`src/pkg/ohb_params.svh`:
```
// Constants of the on-chip hardware barrier: unit counts, field positions,
// reset values and the command register map of the core agent.
// Assumes inclusion by bare name from the package and the design modules.
`ifndef OHB_PARAMS_SVH
`define OHB_PARAMS_SVH

// ----------------------------------------------------------------------
// Barrier resources
// ----------------------------------------------------------------------
`define OHB_NUM_UNITS      12
`define OHB_NUM_WIDE       4
`define OHB_NUM_CORES      8
`define OHB_WIDE_BITS      8
`define OHB_ARR_RESET      8'h00
`define OHB_MASK_RESET     8'h00
`define OHB_LAST_RESET     1'b0

// ----------------------------------------------------------------------
// Setup word and binding word layouts
// ----------------------------------------------------------------------
`define OHB_SETUP_LAST_POS 16
`define OHB_SETUP_MASK_LSB 8
`define OHB_SETUP_ARR_LSB  0
`define OHB_BIND_VALID_POS 63
`define OHB_BIND_IDX_LSB   5

// ----------------------------------------------------------------------
// Core agent registers (AXI4-Lite byte addresses)
// ----------------------------------------------------------------------
`define OHB_REG_CMD        8'h00
`define OHB_REG_WLO        8'h04
`define OHB_REG_WHI        8'h08
`define OHB_REG_RLO        8'h0C
`define OHB_REG_RHI        8'h10
`define OHB_REG_STAT       8'h14
`define OHB_CMD_OP_LSB     0
`define OHB_CMD_IDX_LSB    4
`define OHB_CMD_CORE_LSB   8
`define OHB_STAT_BUSY_POS  0
`define OHB_STAT_DONE_POS  1
`define OHB_STAT_VAL_POS   2

`endif

```
`src/pkg/ohb_pkg.sv`:
```
// Types shared by both ends of the on-chip hardware barrier.
// Assumes ohb_params.svh is on the include path.
`include "ohb_params.svh"

package ohb_pkg;

  // ----------------------------------------------------------------------
  // Link operations
  // ----------------------------------------------------------------------
  typedef enum logic [2:0] {
    OHB_OP_SETUP_WR, OHB_OP_SETUP_RD, OHB_OP_BIND_WR, OHB_OP_BIND_RD,
    OHB_OP_ARRIVE_WR, OHB_OP_LAST_RD, OHB_OP_BARRIER
  } ohb_op_t;

  typedef enum logic [1:0] {OHB_H_IDLE, OHB_H_REQ, OHB_H_WAIT, OHB_H_SLEEP} ohb_hstate_t;

  // ----------------------------------------------------------------------
  // Module state records
  // ----------------------------------------------------------------------
  typedef struct packed {
    logic [7:0] arrival;
    logic [7:0] mask;
    logic       last;
    logic       changed;
  } ohb_unit_state_t;

  typedef struct packed {
    logic [`OHB_NUM_CORES-1:0][`OHB_NUM_UNITS-1:0]      bind_valid;
    logic [`OHB_NUM_CORES-1:0][`OHB_NUM_UNITS-1:0][3:0] bind_idx;
    logic                                             rsp_valid;
    logic [63:0]                                      rsp_data;
  } ohb_dev_state_t;

  typedef struct packed {
    logic        aw_full;
    logic [7:0]  awaddr;
    logic        w_full;
    logic [31:0] wdata;
    logic        bvalid;
    logic        rvalid;
    logic [31:0] rdata;
    ohb_hstate_t fsm;
    ohb_op_t     op;
    logic [3:0]  index;
    logic [2:0]  core;
    logic [63:0] wreg;
    logic [63:0] rreg;
    logic        busy;
    logic        done;
    logic        woke;
    logic        bval;
    logic [1:0]  phase;
    logic        req_valid;
    ohb_op_t     req_op;
    logic [63:0] req_wdata;
  } ohb_host_state_t;

endpackage

```
`src/pkg/ohb_link_if.sv`:
```
// Link between the barrier device and one core agent.
// Assumes the testbench instantiates it and joins both ends.
`timescale 1ns/100ps
`default_nettype none
`include "ohb_params.svh"

interface ohb_link_if;
  import ohb_pkg::*;

  // Request from a core
  logic                      req_valid;
  logic                      req_ready;
  ohb_op_t                   req_op;
  logic [2:0]                req_core;
  logic [3:0]                req_index;
  logic [63:0]               req_wdata;
  // Answer and wake-up
  logic                      rsp_valid;
  logic [63:0]               rsp_data;
  logic [`OHB_NUM_CORES-1:0] wake;

  modport dev  (input req_valid, req_op, req_core, req_index, req_wdata,
                output req_ready, rsp_valid, rsp_data, wake);
  modport core (output req_valid, req_op, req_core, req_index, req_wdata,
                input req_ready, rsp_valid, rsp_data, wake);
endinterface

`default_nettype wire

```
`src/logic/ohb_sync_unit.sv`:
```
// One sync unit: arrival flags, participant mask and last sync value.
// Assumes writes arrive one at a time from the device end.
`timescale 1ns/100ps
`default_nettype none
`include "ohb_params.svh"

module ohb_sync_unit
  import ohb_pkg::*;
#(
  parameter int WIDTH = 8
)(
  // Clock and reset
  input  wire logic       aclk,
  input  wire logic       aresetn,
  // Write requests
  input  wire logic       set_we,
  input  wire logic [16:0] set_data,
  input  wire logic       arr_we,
  input  wire logic [2:0] arr_core,
  input  wire logic       arr_val,
  // State
  output logic [7:0]      arrival,
  output logic [7:0]      mask,
  output logic            last,
  output logic            changed
);
  ohb_unit_state_t s, next_s;
  logic [7:0]      sel;

  // Update and re-evaluation share one edge, so no read sees a half state
  always_comb begin
    next_s = s;
    next_s.changed = 1'b0;
    sel = 8'h00;
    if (set_we) begin
      next_s.arrival = (WIDTH > 1) ? set_data[7:0] : {7'h00, set_data[0]};
      next_s.mask    = (WIDTH > 1) ? set_data[15:8] : 8'h00;
      next_s.last    = set_data[`OHB_SETUP_LAST_POS];
    end else if (arr_we) begin
      if (WIDTH > 1)
        next_s.arrival[arr_core] = arr_val;
      else
        next_s.arrival[0] = arr_val;
    end
    if (set_we || arr_we) begin
      if (WIDTH > 1) begin
        sel = next_s.arrival & next_s.mask;
        // Zero mask: no check, last value kept
        if (next_s.mask != 8'h00) begin
          if (sel == next_s.mask)
            next_s.last = 1'b1;
          else if (sel == 8'h00)
            next_s.last = 1'b0;
        end
      end else begin
        next_s.last = next_s.arrival[0];
      end
    end
    next_s.changed = (next_s.last != s.last);
  end

  // State register
  always_ff @(posedge aclk) begin
    if (!aresetn)
      s <= '{arrival: `OHB_ARR_RESET, mask: `OHB_MASK_RESET, last: `OHB_LAST_RESET, changed: 1'b0};
    else
      s <= next_s;
  end

  assign arrival = s.arrival;
  assign mask    = s.mask;
  assign last    = s.last;
  assign changed = s.changed;
endmodule // ohb_sync_unit

`default_nettype wire

```
`src/logic/ohb_barrier_dev.sv`:
```
// Device end of the on-chip hardware barrier: twelve sync units and the
// per-core window bindings, served over one request link.
// Assumes requests are on the aclk domain and answers are always accepted.
//
// Function
// - One barrier block shared by all cores.
// - Twelve independent sync units.
// - Four units: 8-bit arrival and mask.
// - Eight units: single arrival bit, no mask.
// - Each unit keeps a last sync value.
// - Sync when masked arrival bits all equal.
// - Common value copied into last sync value.
// - Last sync update atomic with arrival writes.
// - Last sync change wakes sleeping cores.
// - Thread writes inverse of last, then waits.
// - Twelve windows per core, one per unit.
// - Software uses windows, not unit state.
// - Accesses performed in program order.
// - Store-load fence after window store.
// - Full fence after side-effect register update.
// - Only cores on this chip take part.
// - Setup word: last 16, mask 15:8, arrival 7:0.
// - Re-check after setup; zero mask skips check.
// - Binding word: valid 63, unit 8:5.
// - Binding to unit twelve or above ignored.
`timescale 1ns/100ps
`default_nettype none
`include "ohb_params.svh"

module ohb_barrier_dev
  import ohb_pkg::*;
(
  // Clock and reset
  input  wire logic                     aclk,
  input  wire logic                     aresetn,
  // Core-side link
  ohb_link_if.dev                       link,
  // Observation of unit state
  output logic [`OHB_NUM_UNITS-1:0]     unit_last_sync,
  output logic [`OHB_NUM_UNITS-1:0]     unit_sync_event
);

  // ----------------------------------------------------------------------
  // State and decode
  // ----------------------------------------------------------------------
  ohb_dev_state_t                       s, next_s;
  logic                                 take;
  logic [3:0]                           req_i;
  logic [2:0]                           req_c;
  logic                                 idx_ok;
  logic                                 win_valid;
  logic [3:0]                           win_unit;
  logic [3:0]                           new_idx;
  logic [`OHB_NUM_UNITS-1:0][7:0]       u_arr;
  logic [`OHB_NUM_UNITS-1:0][7:0]       u_mask;
  logic [`OHB_NUM_UNITS-1:0]            u_last;
  logic [`OHB_NUM_UNITS-1:0]            u_changed;

  // Single request port: one access per edge keeps program order
  assign link.req_ready = 1'b1;
  assign take           = link.req_valid;

  // Core number is three bits: only this chip's cores can be named
  assign req_c  = link.req_core;
  assign req_i  = link.req_index;
  assign idx_ok = (req_i < 4'(`OHB_NUM_UNITS));

  // Window lookup for the calling core
  assign win_valid = idx_ok ? s.bind_valid[req_c][req_i] : 1'b0;
  assign win_unit  = idx_ok ? s.bind_idx[req_c][req_i] : 4'h0;

  // Unit named by a binding write
  assign new_idx = link.req_wdata[`OHB_BIND_IDX_LSB +: 4];

  // ----------------------------------------------------------------------
  // Sync units
  // ----------------------------------------------------------------------
  // Units below the wide count carry the full per-core vector
  for (genvar u = 0; u < `OHB_NUM_UNITS; u++) begin : g_unit
    ohb_sync_unit #(
      .WIDTH     ((u < `OHB_NUM_WIDE) ? `OHB_WIDE_BITS : 1)
    ) u_unit (
      .aclk      (aclk),
      .aresetn   (aresetn),
      .set_we    (take && (link.req_op == OHB_OP_SETUP_WR) && (req_i == 4'(u))),
      .set_data  (link.req_wdata[16:0]),
      .arr_we    (take && (link.req_op == OHB_OP_ARRIVE_WR) && win_valid
                  && (win_unit == 4'(u))),
      .arr_core  (req_c),
      .arr_val   (link.req_wdata[0]),
      .arrival   (u_arr[u]),
      .mask      (u_mask[u]),
      .last      (u_last[u]),
      .changed   (u_changed[u])
    );
  end : g_unit

  // ----------------------------------------------------------------------
  // Request handling
  // ----------------------------------------------------------------------
  // Reads use pre-edge state; a read after a write sees its result
  always_comb begin
    next_s           = s;
    next_s.rsp_valid = take;
    next_s.rsp_data  = 64'h0;
    if (take) begin
      case (link.req_op)
        OHB_OP_SETUP_RD: begin
          // Single-bit units read zero in unused fields
          if (idx_ok)
            next_s.rsp_data = {47'h0, u_last[req_i], u_mask[req_i], u_arr[req_i]};
        end
        OHB_OP_BIND_WR: begin
          if (idx_ok) begin
            if (!link.req_wdata[`OHB_BIND_VALID_POS]) begin
              // Release: later arrival writes fall on no unit
              next_s.bind_valid[req_c][req_i] = 1'b0;
            end else if (new_idx < 4'(`OHB_NUM_UNITS)) begin
              next_s.bind_valid[req_c][req_i] = 1'b1;
              next_s.bind_idx[req_c][req_i]   = new_idx;
            end
          end
        end
        OHB_OP_BIND_RD: begin
          if (idx_ok) begin
            next_s.rsp_data[`OHB_BIND_VALID_POS]        = win_valid;
            next_s.rsp_data[`OHB_BIND_IDX_LSB +: 4]     = win_unit;
          end
        end
        OHB_OP_LAST_RD: begin
          // Unbound window reads zero
          if (win_valid)
            next_s.rsp_data = {63'h0, u_last[win_unit]};
        end
        default: begin
          // Arrival and setup writes answer with zero data
          next_s.rsp_data = 64'h0;
        end
      endcase
    end
  end

  // ----------------------------------------------------------------------
  // State register
  // ----------------------------------------------------------------------
  always_ff @(posedge aclk) begin
    if (!aresetn) begin
      s <= '0;
    end else begin
      s <= next_s;
    end
  end

  // ----------------------------------------------------------------------
  // Outputs
  // ----------------------------------------------------------------------
  // Answer one edge after the request
  assign link.rsp_valid = s.rsp_valid;
  assign link.rsp_data  = s.rsp_data;

  // Every core is woken; a core with nothing pending just re-reads and
  // sleeps again, which costs less than tracking who waits on what
  assign link.wake = {`OHB_NUM_CORES{|u_changed}};

  // Observation ports
  assign unit_last_sync  = u_last;
  assign unit_sync_event = u_changed;

endmodule // ohb_barrier_dev

`default_nettype wire

```
`src/flat_wrapper.sv`:
```
// flat-port wrapper written by rule: the top's interface ports become plain ports
module ohb_barrier_dev_flat import ohb_pkg::*;
  (aclk, aresetn, unit_last_sync, unit_sync_event, link_req_valid, link_req_op, link_req_core, link_req_index, link_req_wdata, link_req_ready, link_rsp_valid, link_rsp_data, link_wake);
  ohb_link_if link_i ();
  input  wire logic aclk;
  input  wire logic aresetn;
  output logic [`OHB_NUM_UNITS-1:0] unit_last_sync;
  output logic [`OHB_NUM_UNITS-1:0] unit_sync_event;
  input wire logic [$bits(link_i.req_valid)-1:0] link_req_valid;
  input wire logic [$bits(link_i.req_op)-1:0] link_req_op;
  input wire logic [$bits(link_i.req_core)-1:0] link_req_core;
  input wire logic [$bits(link_i.req_index)-1:0] link_req_index;
  input wire logic [$bits(link_i.req_wdata)-1:0] link_req_wdata;
  output wire logic [$bits(link_i.req_ready)-1:0] link_req_ready;
  output wire logic [$bits(link_i.rsp_valid)-1:0] link_rsp_valid;
  output wire logic [$bits(link_i.rsp_data)-1:0] link_rsp_data;
  output wire logic [$bits(link_i.wake)-1:0] link_wake;
  assign link_i.req_valid = link_req_valid;
  assign link_i.req_op = link_req_op;
  assign link_i.req_core = link_req_core;
  assign link_i.req_index = link_req_index;
  assign link_i.req_wdata = link_req_wdata;
  assign link_req_ready = link_i.req_ready;
  assign link_rsp_valid = link_i.rsp_valid;
  assign link_rsp_data = link_i.rsp_data;
  assign link_wake = link_i.wake;
  ohb_barrier_dev u_core (.aclk(aclk), .aresetn(aresetn), .link(link_i), .unit_last_sync(unit_last_sync), .unit_sync_event(unit_sync_event));
endmodule
```
`config.mk`:
```
export PLATFORM = sky130hd
export DESIGN_NAME = ohb_barrier_dev_flat
export DESIGN_NICKNAME = d
export VERILOG_FILES = /design/src/pkg/ohb_pkg.sv /design/src/pkg/ohb_link_if.sv /design/src/logic/ohb_sync_unit.sv /design/src/logic/ohb_barrier_dev.sv /design/src/flat_wrapper.sv
export VERILOG_INCLUDE_DIRS = /design/src /design/src/pkg
export SDC_FILE = /design/constraint.sdc
export NUM_CORES = 2
export LEC_CHECK = 0
export ABC_AREA = 1
export BUFFER_PORTS_ARGS = -buffer_cell sky130_fd_sc_hd__buf_4
export CAP_MARGIN = 20
export CELL_PAD_IN_SITES_DETAIL_PLACEMENT = 0
export CELL_PAD_IN_SITES_GLOBAL_PLACEMENT = 1
export CORE_MARGIN = 10
export CORE_UTILIZATION = 44
export DETAILED_ROUTE_END_ITERATION = 10
export PLACE_DENSITY = 0.84
export SYNTH_ARGS = -nofsm -noshare
export SYNTH_HDL_FRONTEND = slang
export SYNTH_SLANG_ARGS = --single-unit
```
`constraint.sdc`:
```
create_clock -name aclk -period 3 [get_ports aclk]
set_clock_uncertainty 0.05 [all_clocks]
set_input_delay 0.15 -clock aclk [delete_from_list [all_inputs] [get_ports aclk]]
set_output_delay 0.15 -clock aclk [all_outputs]
set_load 0.05 [all_outputs]
```
; ---- Word-level counts from Yosys, hierarchy flattened
; Index checks and enable logic that the tools add are counted.
[word_totals]
inputBits = 77
output_inout_bits = 98
ff_bits = 641
word_cells = 363
[classes]
eq_ne = 44
n_reduce_logical = 56
n_bitwise = 7
n_lt_le_gt_ge = 7
n_mux = 103
[ops]
columns = op, count
row1 = $mux W480, 1
row2 = $bwmux W384, 1
row3 = $bmux W48 S3, 1
row4 = $demux W48 S3, 1
row5 = $and A96 B96 Y96, 1
row6 = $mux W48, 2
row7 = $mux W96, 1
row8 = $not A96 Y96, 1
row9 = $or A96 B96 Y96, 1
row10 = $mux W8, 10
row11 = $bmux W8 S4, 2
row12 = $mux W1, 56
row13 = $bmux W12 S3, 1
row14 = $demux W12 S3, 1
row15 = $mux W9, 4
row16 = $and A8 B8 Y8, 4
row17 = $bwmux W8, 4
row18 = $eq A4 B3 Y1 const B, 8
row19 = $eq A4 B4 Y1 const B, 8
row20 = $eq A8 B8 Y1, 4
row21 = $logic_not A8 Y1, 4
row22 = $reduce_bool A8 Y1, 4
row23 = $logic_and A1 B1 Y1, 29
row24 = $mux W12, 2
row25 = other kinds (30), 66

; ---- Depth between registers and ports, before layout
[depth]
depth_word = 16
mapped_depth = 30
depth_no_buf = 27

; ---- By module
; Synthesis repeated with hierarchy kept, for this count alone.
[unflattened]
hier_cells = 4666
hier_area_um2 = 31023.5
[modules_own_cells]
columns = mod, area_each_um2, cells_per_inst, seq_area_each_um2, n_inst
row1 = ohb_barrier_dev, 24502.2, 3642, 9989.6, 1
row2 = ohb_sync_unit (u_core.g_unit[0].u_unit ...), 1094.8, 182, 360.3, 4
row3 = ohb_sync_unit (u_core.g_unit[10].u_unit ...), 267.8, 37, 60.1, 8

; ---- Worst setup path after synthesis
; No wires, ideal clock.
[synth_timing]
path_kind = in2reg
from = in link_req_core[0]
to = reg u_core.g_unit[0].u_unit.s, in the netlist u_core.g_unit[0].u_unit.changed
slack_ps = 354
t_required_ps = 2835
setup_ps = 115
stages = 26
arrival_ps = 2481
path_cell_list = buf_6 > buf_6 > buf_8 > buf_6 > o211ai_1 > nand2_1 > nor2_1 > nor2_1 > nor2_1 > nand2_1 > nand2_2 > nand3_2 > nand2_2 > nand2_2 > nor2_8 > nand2_4 > nand2_2 > nand2_1 > nand2_1 > nand2_1 > nand2_1 > nand2_1 > nor2_1 > nand3b_1 > a21oi_1 > nor2_1
[synth_between]
elab_chain_len = 16
word_cells_on_any_way = 30
cone_classes = order compare (2) / eq/ne (2) / mux (19) / bitwise (1) / reduce/logical (6)
[synth_rtl]
columns = element, line
row1 = start: declaration, flat_wrapper.sv:11  ; input wire logic [$bits(link_i.req_core)-1:0] link_req_core;
row2 = $bmux W48 S3 or $bmux W12 S3 (tied branches), "ohb_barrier_dev.sv:70, ohb_barrier_dev.sv:69"
row3 = $mux W48 (implied by the code) or $mux W12 (tied branches), "ohb_barrier_dev.sv:70, ohb_barrier_dev.sv:69"
row4 = $bmux W4 S4 or $bmux W1 S4 (tied branches), "ohb_barrier_dev.sv:70, ohb_barrier_dev.sv:69"
row5 = $mux W4 (implied by the code) or $mux W1 (tied branches), "ohb_barrier_dev.sv:70, ohb_barrier_dev.sv:69"
row6 = $mux W4 or $mux W1 (tied branches), "ohb_barrier_dev.sv:70, ohb_barrier_dev.sv:69"
row7 = $logic_not A4 Y1 or $logic_and A1 B1 Y1 (tied branches), "ohb_barrier_dev.sv:88, ohb_barrier_dev.sv:87"
row8 = $logic_and A1 B1 Y1, ohb_barrier_dev.sv:88  ; && (win_unit == 4'(u))),
row9 = $mux W8, ohb_sync_unit.sv:39  ; end else if (arr_we) begin
row10 = $mux W8, ohb_sync_unit.sv:35  ; if (set_we) begin
row11 = $and A8 B8 Y8, ohb_sync_unit.sv:47  ; sel = next_s.arrival & next_s.mask;
row12 = $logic_not A8 Y1, ohb_sync_unit.sv:52  ; else if (sel == 8'h00)
row13 = $mux W1, ohb_sync_unit.sv:52
row14 = $mux W1, ohb_sync_unit.sv:50  ; if (sel == next_s.mask)
row15 = $mux W1, ohb_sync_unit.sv:49  ; if (next_s.mask != 8'h00) begin
row16 = $mux W1 *, ohb_sync_unit.sv:45  ; if (set_we || arr_we) begin
row17 = $ne A1 B1 Y1 *, ohb_sync_unit.sv:59  ; next_s.changed = (next_s.last != s.last);
row18 = end signal: assignment, ohb_sync_unit.sv:65  ; s <= '{arrival: `OHB_ARR_RESET, mask: `OHB_MASK_RESET, last: `OHB_LAST_RESET, changed: 1'b0};
row19 = end signal: assignment, ohb_sync_unit.sv:67  ; s <= next_s;
row20 = end: declaration, ohb_sync_unit.sv:27  ; ohb_unit_state_t s, next_s;
; Every way passes the cells marked *; elsewhere a longest branch is shown, timed or not. The select of a mux whose other input is x is not followed.
; A chain may end at the register's enable or synchronous reset.

==> metrics.md <==
| Metric | Value |
|---|---|
| Status | `finished, violations left` |
| Failing checks | `negative setup slack` |
| Final Hold Viols | `0` |
| Lkg Pwr | `15.7 nW` |
| Setup ws final | `-0.0180 ns` |
| CTS tree | `done` |
| Worst Hold Class | `in2reg` |
| WL/cell | `18.5 um` |
| Peak supply drop | `0.408 mV` |
| Placed Area | `32100 um2` |
| Post-synthesis register bit count | `595` |
| Final Cycle Share | `101%` |
| FP Rows | `94` |
| Area Overhead vs Synth | `22.4%` |
| Placer congestion estimate | `0.963` |
| Avg Cell Area, Syn | `6.70 um2` |
| Root Buffer | `clkbuf_16` |
| Final min period | `3.02 ns` |
| DRC viols | `0` |
| Drt pass-1 iters | `6` |
| Total grt overflow | `0` |
| Htree depth | `3` |
| Max Cap Violations | `0` |
| Crit Path Category | `reg2reg` |
| Fillers | `6401` |
| Top cells by area, synth | `dfxtp_1 (41%), nand2_1 (16%), a21oi_1 (9.2%)` |
| Hold wc startpoint | `link_req_wdata[14]` |
| Total die area | `76900 um2` |
| CP max stage cell | `dfxtp_1` |
| Setup crit start kind | `flop` |
| CP peak stage delay | `0.29 ns` |
| Number of antenna-violating nets in the routed design | `0` |
| Layout cells sized above 1 | `17.2%` |
| Register area share after synthesis | `40.9%` |
| Clock slew at reported path FFs | `0.06 ns` |
| Fmax achieved | `0.331 GHz` |
| Tot Pwr | `18.0 mW` |
| Synth top cells by count | `nand2_1 (1207), dfxtp_1 (595), a21oi_1 (534), o21ai_0 (467), nor2_1 (396)` |
| Ports | `175` |
| Max Buffers Root-to-Sink | `3` |
| Main synth FF type | `dfxtp_1` |
| Core Util, Final | `54.3%` |
| Cell family with most CP delay | `simple AND/OR/NAND/NOR gates` |
| Worst-path maximum fanout | `5` |
| Vias in the first global route | `27000` |
| Register area | `11900 um2` |
| Hpwl dp | `68.4 mm` |
| Vias/cell | `5.31` |
| DIE WIDTH | `277 um` |
| Clock sinks | `595` |
| Die height | `277 um` |
| Cell with the most instances after synthesis | `nand2_1` |
| FFs w/ async S/R, synth | `0%` |
| Worst Path Required | `3.49 ns` |
| Initial DRC count | `3053` |
| Multi-input gate area | `14800 um2` |
| Critical path buffer and inverter count | `5` |
| Syn Std Cell Area | `29100 um2` |
| Core Region | `65700 um2` |
| RSZ-0062 raised after global routing | `true` |
| Synth top area share | `40.9%` |
| Largest net degree at the start of global routing | `243` |
| Final nets | `4673` |
| Pwr/cell area | `504 nW/um2` |
| EDFF count, synth | `0` |
| Max Slew Vio Count | `0` |
| WL final | `102 mm` |
| CP most frequent cell | `nand2_2` |
| Synth area leader | `dfxtp_1` |
| DR vias | `29300` |
| Post-synthesis cell count | `4352` |
| GRT Total Usage | `25.1%` |
| Final Setup Violations | `3` |
| First-pass GRT wire length | `157 mm` |
| Crit. End Element | `flop` |
| Worst EP arrival | `3.51 ns` |
| Unique masters post-synth | `45` |
| Slew headroom | `30.3%` |
| Initial antenna violation count | `1` |
| Initial Util | `44.3%` |
| Worst-margin pin slew | `1.05 ns` |
| Finished Cell Area | `35700 um2` |
| CTS Buf Count | `69` |
| Synth Warn # | `0` |
| Clock Latency Late Sink | `0.62 ns` |
| Port Buffers | `81` |
## final timing paths
path	end	slack, ns	depth (start not counted)
setup / recovery	u_core.g_unit[2].u_unit.changed	-0.02	27
hold / removal	u_core.g_unit[3].u_unit.mask[6]	0.03	6
hold reg to reg	flop	0.40	2
setup reg to reg	u_core.g_unit[2].u_unit.changed	-0.02	27
## where the power goes
| group | total [mW] | internal [mW] | switching, mW |
|---|---|---|---|
| clock | 8.47 | 4.93 | 3.54 |
| combinational | 1.60 | 0.474 | 1.13 |
| sequential | 7.91 | 7.91 | 0.00377 |
## per-layer routing
layer	routed length (um)	share of wire, %	track usage (%)	vias up
li1	-	-	-	14600
met1	45800	45	34.3	13500
met2	46400	45	40.3	985
met3	7120	7.0	4.07	178
met4	2760	2.7	6.93	0
met5	0	0	0	-
## cell families after synthesis
logic type,after synthesis,share of synthesized area [%]
other cells,2,0.0258
buf+inv,720,11.3
compound gates,1236,23.1
flops,595,40.9
simple gates,1799,24.6
## what timing repair did
action                                  in CTS  in global routing
hold buffers                                42                  1
endpoints found under the setup margin       8                 24
gates cloned                                 0                  1
buffers inserted                            12                 10
gates resized for setup                     49                183
hold endpoints to repair                    65                  3
pin swaps                                   35                114
## worst register-to-register path: stages (launching register included)
cell and delay, ns:
dfxtp_1 0.29, inv_1 0.08, nand2_1 0.08, nand3_2 0.08, o21ai_2 0.06, buf_4 0.14, nor2_4 0.10, nor2_1 0.04
nor2_1 0.17, nand2_2 0.13, nand2_2 0.10, nand3_2 0.10, buf_6 0.14, nand3_4 0.09, nor2_4 0.07, buf_6 0.13
buf_6 0.11, nand3_1 0.07, nand2_1 0.06, nand2_2 0.09, nand2_2 0.07, nand2_1 0.06, nand2_1 0.05, nor2_2 0.12
nand3b_1 0.16, nand3_2 0.12, nand2_2 0.05, nor2_2 0.13
## stage by stage
| stage | hold slack, ns | std cells | TNS, ns | setup slack (ns) |
|---|---|---|---|---|
| after global routing | 0.0499 | 5510 | -1.32 | -0.206 |
| final | 0.0345 | 5510 | -0.0348 | -0.0180 |
| after detailed placement | 0.369 | 5323 | -7.91 | -0.724 |
| after global placement | 0.373 | 5323 | -7.24 | -0.703 |
| after CTS | -0.210 | 5497 | -0.0184 | -0.0184 |
| after floorplan | 0.247 | 4397 | 0 | 0.354 |
## layout by cell type, fill, tap and decap left out, types with 26 or more instances in the layout
master	count
nor2_2	40
o21ai_1	37
dlygate4sd3_1	43
o21ai_0	453
clkbuf_16	70
buf_12	36
nand3_2	26
conb_1	47
a21oi_1	527
nor2_1	353
nand2_1	1136
o211ai_1	38
buf_4	388
a211oi_1	99
nand3_1	97
nand2_2	72
dfxtp_1	583
inv_1	342
## layout make-up
| class | count | area share [%] |
|---|---|---|
| Inverter | 368 | 3.91 |
| Timing Repair Buffer | 480 | 11.9 |
| Antenna cell | 1 | 0.00701 |
| Clock inverter | 27 | 0.768 |
| Sequential cell | 595 | 33.4 |
| Multi-Input combinational cell | 3082 | 41.4 |
| Clock buffer | 93 | 5.57 |
| Tap cell | 864 | 3.03 |
Note: power is estimated with default switching activity, not from simulation.
